$ cat src/pkg/lic_defs.vh
// Constants of the LED indicator control block.
//
// Contract
// - Duration codes 00b, 01b and 10b stretch events 32, 64 and 104 ms.
// - Code 11b uses an extended length of 0 to 2 s in 4 ms steps.
// - While the output disable bit is one, all LED outputs stay inactive.
// - The output disable bit resets to the level of the config strap.
// - Stretch enable resets to one; when set, activity and collision get stretched.
// - Bits 15:12 of the second register select the lowest-speed LED function.
// - Standard codes: gigabit, link, activity, collision, blink, on, off.
// - A per-LED extended-mode bit chooses standard or extended code meaning.
`ifndef LIC_DEFS_VH
`define LIC_DEFS_VH
`define LIC_OFS_CTRL1 8'h1b
`define LIC_OFS_SEL 8'h1c
`define LIC_OFS_EXTDUR 8'h1d
`define LIC_BIT_STRETCH_EN 0
`define LIC_BIT_OUT_DIS 1
`define LIC_POS_DUR 2
`define LIC_POS_EXT_LOW 13
`define LIC_POS_SEL_LOW 12
`define LIC_CTRL1_RST 16'h0001
`define LIC_SEL_RST_STRAP1 4'hf
`define LIC_SEL_RST_STRAP0 4'h2
`define LIC_DUR0_MS 11'd32
`define LIC_DUR1_MS 11'd64
`define LIC_DUR2_MS 11'd104
`define LIC_STEP_MS 4
`define LIC_EXT_MAX 9'd500
`define LIC_CLK_KHZ 25000
`define LIC_SEL_GIG 4'h0
`define LIC_SEL_LINK 4'h4
`define LIC_SEL_ACT 4'h7
`define LIC_SEL_COL 4'h9
`define LIC_SEL_BLINK 4'hd
`define LIC_SEL_ON 4'he
`define LIC_SEL_OFF 4'hf
`define LIC_XSEL_LOWSPD 4'h0
`endif

$ cat src/lic_led_control.v
// LED indicator control: event stretching, output disable and lowest-speed LED select.
`timescale 1ns/1ns
`default_nettype none
`include "lic_defs.vh"
module lic_led_control #(
  parameter integer MS_CYCLES = `LIC_CLK_KHZ,
  parameter integer BLINK_HALF_MS = 256
) (
  input wire clk,
  input wire resetn,
  input wire clk_en,
  input wire led_config_strap_pin,
  input wire [7:0] reg_addr,
  input wire [15:0] reg_wdata,
  input wire reg_wr,
  input wire reg_rd,
  output reg [15:0] reg_rdata,
  input wire tx_activity,
  input wire rx_activity,
  input wire collision,
  input wire link_up,
  input wire speed_1000,
  input wire speed_100,
  input wire speed_10,
  output reg lowest_speed_indicator
);

  // Register slots after address decode.
  localparam [1:0] SLOT_NONE = 2'b00;
  localparam [1:0] SLOT_CTRL1 = 2'b01;
  localparam [1:0] SLOT_SEL = 2'b10;
  localparam [1:0] SLOT_EXTDUR = 2'b11;

  // Stretch channels: zero is transmit or receive activity, one is collision.
  localparam integer NCH = 2;

  reg [15:0] ctrl1_q;
  reg [3:0] sel_q;
  reg [8:0] extdur_q;
  reg init_q;
  reg [14:0] ms_q;
  reg ms_tick;
  reg [8:0] blink_q;
  reg blink_on_q;
  reg [10:0] dur_ms;
  reg func;

  function [1:0] slot_of;
    input [7:0] addr;
    begin
      case (addr)
        `LIC_OFS_CTRL1: slot_of = SLOT_CTRL1;
        `LIC_OFS_SEL: slot_of = SLOT_SEL;
        `LIC_OFS_EXTDUR: slot_of = SLOT_EXTDUR;
        default: slot_of = SLOT_NONE;
      endcase
    end
  endfunction

  wire wr_ctrl1 = reg_wr & (slot_of(reg_addr) == SLOT_CTRL1);
  wire wr_sel = reg_wr & (slot_of(reg_addr) == SLOT_SEL);
  wire wr_extdur = reg_wr & (slot_of(reg_addr) == SLOT_EXTDUR);
  wire stretch_en = ctrl1_q[`LIC_BIT_STRETCH_EN];
  wire out_dis = ctrl1_q[`LIC_BIT_OUT_DIS];
  wire ext_low = ctrl1_q[`LIC_POS_EXT_LOW];
  wire [1:0] dur_code = ctrl1_q[`LIC_POS_DUR+1:`LIC_POS_DUR];
  wire ms_last = (ms_q == MS_CYCLES - 1);
  wire blink_last = (blink_q == BLINK_HALF_MS - 1);
  wire [NCH-1:0] ev_in = {collision, tx_activity | rx_activity};
  wire [NCH-1:0] ev_led;
  wire act_led = ev_led[0];
  wire col_led = ev_led[1];

  // Eleven bits, since the longest extended length of 2 s is 2000 ms.
  always @*
  begin
    case (dur_code)
      2'b00: dur_ms = `LIC_DUR0_MS;
      2'b01: dur_ms = `LIC_DUR1_MS;
      2'b10: dur_ms = `LIC_DUR2_MS;
      default: dur_ms = {extdur_q, 2'b00};
    endcase
  end

  // Extended mode is one of the many extended codes; only the low-speed meaning is kept here.
  always @*
  begin
    func = 1'b0;
    if (ext_low)
      func = (sel_q == `LIC_XSEL_LOWSPD) & (speed_10 | speed_100) & link_up;
    else
    begin
      case (sel_q)
        `LIC_SEL_GIG: func = speed_1000 & link_up;
        `LIC_SEL_LINK: func = link_up;
        `LIC_SEL_ACT: func = act_led;
        `LIC_SEL_COL: func = col_led;
        `LIC_SEL_BLINK: func = blink_on_q;
        `LIC_SEL_ON: func = 1'b1;
        `LIC_SEL_OFF: func = 1'b0;
        default: func = 1'b0;
      endcase
    end
  end

  // The strap is caught on the first enabled edge after reset release, never by the async reset.
  always @(posedge clk or negedge resetn)
  begin
    if (!resetn)
    begin
      ctrl1_q <= `LIC_CTRL1_RST;
      sel_q <= `LIC_SEL_RST_STRAP0;
      extdur_q <= 9'h000;
      init_q <= 1'b1;
    end
    else if (clk_en)
    begin
      init_q <= 1'b0;
      if (init_q)
      begin
        ctrl1_q[`LIC_BIT_OUT_DIS] <= led_config_strap_pin;
        ctrl1_q[`LIC_POS_EXT_LOW] <= led_config_strap_pin;
        sel_q <= led_config_strap_pin ? `LIC_SEL_RST_STRAP1 : `LIC_SEL_RST_STRAP0;
      end
      else
      begin
        if (wr_ctrl1)
          ctrl1_q <= {reg_wdata[15:10], 6'h00, reg_wdata[3:0]};
        if (wr_sel)
          sel_q <= reg_wdata[15:12];
        if (wr_extdur)
          extdur_q <= (reg_wdata[8:0] > `LIC_EXT_MAX) ? `LIC_EXT_MAX : reg_wdata[8:0];
      end
    end
  end

  // Read data stand for one enabled cycle only, so a stale word is never taken twice.
  always @(posedge clk or negedge resetn)
  begin
    if (!resetn)
      reg_rdata <= 16'h0000;
    else if (clk_en)
    begin
      if (!reg_rd)
        reg_rdata <= 16'h0000;
      else
      begin
        case (slot_of(reg_addr))
          SLOT_CTRL1: reg_rdata <= ctrl1_q;
          SLOT_SEL: reg_rdata <= {sel_q, 12'h000};
          SLOT_EXTDUR: reg_rdata <= {7'h00, extdur_q};
          default: reg_rdata <= 16'h0000;
        endcase
      end
    end
  end

  always @(posedge clk or negedge resetn)
  begin
    if (!resetn)
    begin
      ms_q <= 15'h0000;
      ms_tick <= 1'b0;
    end
    else if (clk_en)
    begin
      ms_tick <= ms_last;
      if (ms_last)
        ms_q <= 15'h0000;
      else
        ms_q <= ms_q + 15'h0001;
    end
  end

  always @(posedge clk or negedge resetn)
  begin
    if (!resetn)
    begin
      blink_q <= 9'h000;
      blink_on_q <= 1'b0;
    end
    else if (clk_en && ms_tick)
    begin
      if (blink_last)
      begin
        blink_q <= 9'h000;
        blink_on_q <= ~blink_on_q;
      end
      else
        blink_q <= blink_q + 9'h001;
    end
  end

  // The timer runs even with stretching off, so enabling it later shows no stale length.
  genvar ch;
  generate
    for (ch = 0; ch < NCH; ch = ch + 1)
    begin : g_stretch
      reg [10:0] left_q;

      always @(posedge clk or negedge resetn)
      begin
        if (!resetn)
          left_q <= 11'h000;
        else if (clk_en)
        begin
          if (ev_in[ch])
            left_q <= dur_ms;
          else if (ms_tick && left_q != 11'h000)
            left_q <= left_q - 11'h001;
        end
      end

      assign ev_led[ch] = stretch_en ? (ev_in[ch] | (left_q != 11'h000)) : ev_in[ch];
    end
  endgenerate

  always @(posedge clk or negedge resetn)
  begin
    if (!resetn)
      lowest_speed_indicator <= 1'b0;
    else if (clk_en)
      lowest_speed_indicator <= func & ~out_dis;
  end
endmodule // lic_led_control
`default_nettype wire

$ cat config.mk
export PLATFORM = sky130hd
export DESIGN_NAME = lic_led_control
export DESIGN_NICKNAME = d
export VERILOG_FILES = /design/src/lic_led_control.v
export VERILOG_INCLUDE_DIRS = /design/src /design/src/pkg
export SDC_FILE = /design/constraint.sdc
export NUM_CORES = 1
export LEC_CHECK = 0
export ABC_AREA = 1
export ABC_CLOCK_PERIOD_IN_PS = 2800
export BUFFER_PORTS_ARGS = -buffer_cell sky130_fd_sc_hd__buf_2
export CAP_MARGIN = 0
export CORE_MARGIN = 3
export CORE_UTILIZATION = 41
export CTS_CLUSTER_DIAMETER = 80
export DETAILED_ROUTE_END_ITERATION = 8
export PLACE_DENSITY = 0.66
export SLEW_MARGIN = 20
export SYNTH_ARGS = -nofsm -noshare
export SYNTH_HDL_FRONTEND = slang
export SYNTH_SLANG_ARGS = --single-unit
$ cat constraint.sdc
create_clock -name clk -period 2.8 [get_ports clk]
set_clock_uncertainty 0.05 [all_clocks]
set_input_delay 0 -clock clk [delete_from_list [all_inputs] [get_ports clk]]
set_output_delay 0 -clock clk [all_outputs]
set_load 0.1 [all_outputs]
==> impl_metrics.tcl <==
set metrics [dict create \
    grt_pass1_wl_um 19800 \
    gp_congestion 0.857 \
    cp_cell_sequence "inv_1 -> ha_1 -> nand2_1 -> nor2_1 -> nand2_1 -> nand2_1 -> nand2_1 -> inv_2 -> a21oi_1 -> nand2_1 -> nand2_1" \
    start_util_pct 42.6 \
    grt_overflow 0 \
    final-max-slew-violation-count 0 \
    ctsRootBufferMaster "clkbuf_16" \
    path_clk_slew_ps 70 \
    grt_pass1_vias 4260 \
    power.total_mw 3.67 \
    path_class "reg2reg" \
    critPathLaunchType "flop" \
    synth.distinct_cells 44 \
    drt_drc_violations_left 0 \
    drive_above_1_share_pct 14.4 \
    syn-cell-area_mm2 0.00495 \
    ctsResizeCount 0 \
    path_depth 11 \
    async_flop_share_pct 100 \
    die_h_um 116 \
    r2r_cells 11 \
    die_area_mm2 0.0134 \
    p_leak_nw 2.95 \
    row_count 39 \
    hold_path.class "in2reg" \
    die_w_um 116 \
    first_pass_iters 4 \
    ios 54 \
    grt_usage_pct 18.5 \
    synthTopCellsByCount "nand2_1, inv_1, dfrtp_1, nor2_1, o21ai_0" \
    ys_top_cells_by_area "dfrtp_1, nand2_1, inv_1, nor2_1, o21ai_0" \
    ys_seq_elements 88 \
    n_antenna_cell 0 \
    io_buffer_count 51 \
    cpPeakStageDelay_ps 390 \
    max_freq_ghz 0.552 \
    synth_edf_count 0 \
    cp_max_fo 12 \
    antenna_found_initial 0 \
    hpwl_um 8190 \
    htree_levels 3 \
    clk_latency_ps 350 \
    endpoint_kind "flop" \
    num_vias 4395 \
    drt-vias-per-instance 5.04 \
    clock-sinks 88 \
    holdWs_ps 5.50 \
    period_needed_ps 1810 \
    first_iter_violations 254 \
    setup_tns_ps 0 \
    synth_area_leader_cell "dfrtp_1" \
    wire_per_inst_um 13.2 \
    synth_nets 700 \
    grt_max_degree 89 \
    crit_family "simple AND/OR/NAND/NOR gates" \
    critPathSlowestCell "dfrtp_1" \
    whs_path_depth 5 \
    area_delta_synth_final_pct 17.6 \
    syn_avg_cell_area_um2 7.56 \
    cts_tree "built" \
    yosysWarnings 0 \
    synth_top_area_share_pct 43.0 \
    nets 770 \
    ctsLongestPathBuffers 2 \
    routed_wl_um 11500 \
    status "finished clean" \
    worst_slew_pin_slew_ps 811 \
    timing.final.hold_violations 0 \
    cts_buffers 9 \
    power_density_mw_per_mm2 632 \
    ant_nets 0 \
    synthFlopType "dfrtp_1" \
    peakVddDrop_v 0.000256 \
    crit_arrival_ps 2010 \
    ys_seq_area_share_pct 44.6 \
    core_mm2 0.0116 \
    cp.required_ps 2990 \
    maxCapViolations 0 \
    cp_common_cell "nand2_1" \
    maxSlewHeadroom_pct 45.9 \
    yosysMostFrequentCell "nand2_1" \
    worst-path-buf-inv 2 \
    fin_crit_sh_pct 64.7 \
    setup-violations-final 0 \
    rsz0062_at_grt "no" \
    syn_inst 654 \
]
[cell usage in the layout (no fill, tap or decap), types with 2 or more instances in the layout]
| cell type | synthesis | routed |
|---|---|---|
| nand3_1 | 39 | 39 |
| clkbuf_8 | 0 | 3 |
| nand2_4 | 2 | 2 |
| nand3_2 | 3 | 3 |
| a21oi_1 | 23 | 23 |
| dfstp_2 | 3 | 3 |
| nor2_2 | 6 | 6 |
| nand2_2 | 8 | 8 |
| o211ai_1 | 4 | 4 |
| nor4_1 | 5 | 5 |
| xor2_1 | 12 | 12 |
| ha_1 | 9 | 9 |
| inv_2 | 6 | 6 |
| nand2_1 | 175 | 175 |
| o22ai_1 | 8 | 8 |
| o21ai_0 | 43 | 43 |
| nor3_1 | 10 | 10 |
| nor2_4 | 4 | 4 |
| o21ai_1 | 14 | 14 |
| o21a_1 | 2 | 2 |
| buf_2 | 1 | 50 |
| dfrtp_1 | 85 | 85 |
| nor2_1 | 63 | 63 |
| nand3b_1 | 2 | 2 |
| clkbuf_16 | 0 | 9 |
| nor3_4 | 2 | 2 |
| nand4_1 | 8 | 8 |
| and3_1 | 2 | 2 |
| inv_1 | 88 | 88 |
| dlygate4sd3_1 | 0 | 19 |
| o31ai_1 | 4 | 4 |
[state kept, by name (all words and copies together) (netlist names), 4 cells and up]
| register | cells |
|---|---|
| sel_q | 4 |
| ms_q | 15 |
| reg_rdata | 15 |
| extdur_q | 9 |
| g_stretch.left_q | 22 |
| ctrl1_q | 10 |
| blink_q | 9 |
[kinds of logic after synthesis]
kind of cell / synth area share (%)
AO/OA/AOI/OAI: 11.7
XOR/XNOR: 2.30
adder cells (fa/ha/maj): 2.28
buffers and inverters: 8.90
flip-flops: 44.6
other: 0.0758
AND/OR/NAND/NOR: 30.1
[stage by stage]
stage	util, %	instance area [um2]	worst slack, ps	std cells
floorplan	-	4950	1310	654
global placement	45.7	5300	1020	837
detailed placement	45.7	5300	1020	837
CTS	50.0	5810	1010	872
global route	50.1	5820	820	872
finish	50.1	5820	987	872
[final cells by class]
class | instances | area [um2]
fillers | 1134 | 5800
repair buffers | 71 | 459
well taps | 143 | 179
inverters | 94 | 353
flip-flops and latches | 88 | 2210
clock buffers | 12 | 267
multi-input cells | 460 | 2300
clock inverters | 4 | 51.3
[worst paths after layout]
check                                             from                       to  slack, ps
worst max-delay path            g_stretch[0].left_q[0]  g_stretch[0].left_q[10]        990
worst min-delay path              led_config_strap_pin               ctrl1_q[1]          5
worst max register to register  g_stretch[0].left_q[0]  g_stretch[0].left_q[10]        990
worst min register to register              blink_q[8]               blink_q[8]        420
max in group asynchronous                       resetn                  ms_q[8]       1910
min in group asynchronous                       resetn   g_stretch[0].left_q[6]        220
[where the power goes]
group	internal, mW	leakage [nW]	total (mW)	switching, mW
clock	0.765	0.155	1.29	0.525
sequential	1.46	1.04	1.63	0.170
combinational	0.270	1.75	0.754	0.484
[worst reg2reg max path: stages, from the launching register on]
cell     delay (ps)
dfrtp_1         390
inv_1           130
ha_1            160
nand2_1          50
nor2_1           90
nand2_1          90
nand2_1          70
nand2_1         250
inv_2           240
a21oi_1          70
nand2_1          80
nand2_1          40
[what timing repair did]
item                                    4_1_cts  5_1_grt
hold endpoints to repair                    111        0
hold buffers                                 19        0
endpoints found under the setup margin        0        0
buffers inserted                              0        0
[layer usage]
layer  global-route usage (%)  vias to the layer above  wire length [um]
met5                        0                        -                 0
met4                     7.04                        0               263
met3                     3.66                       17               536
met2                     30.1                      102              5320
met1                     24.4                     2040              5370
li1                         -                     2236                 -
No activity file was read; power rests on OpenSTA's default activity.
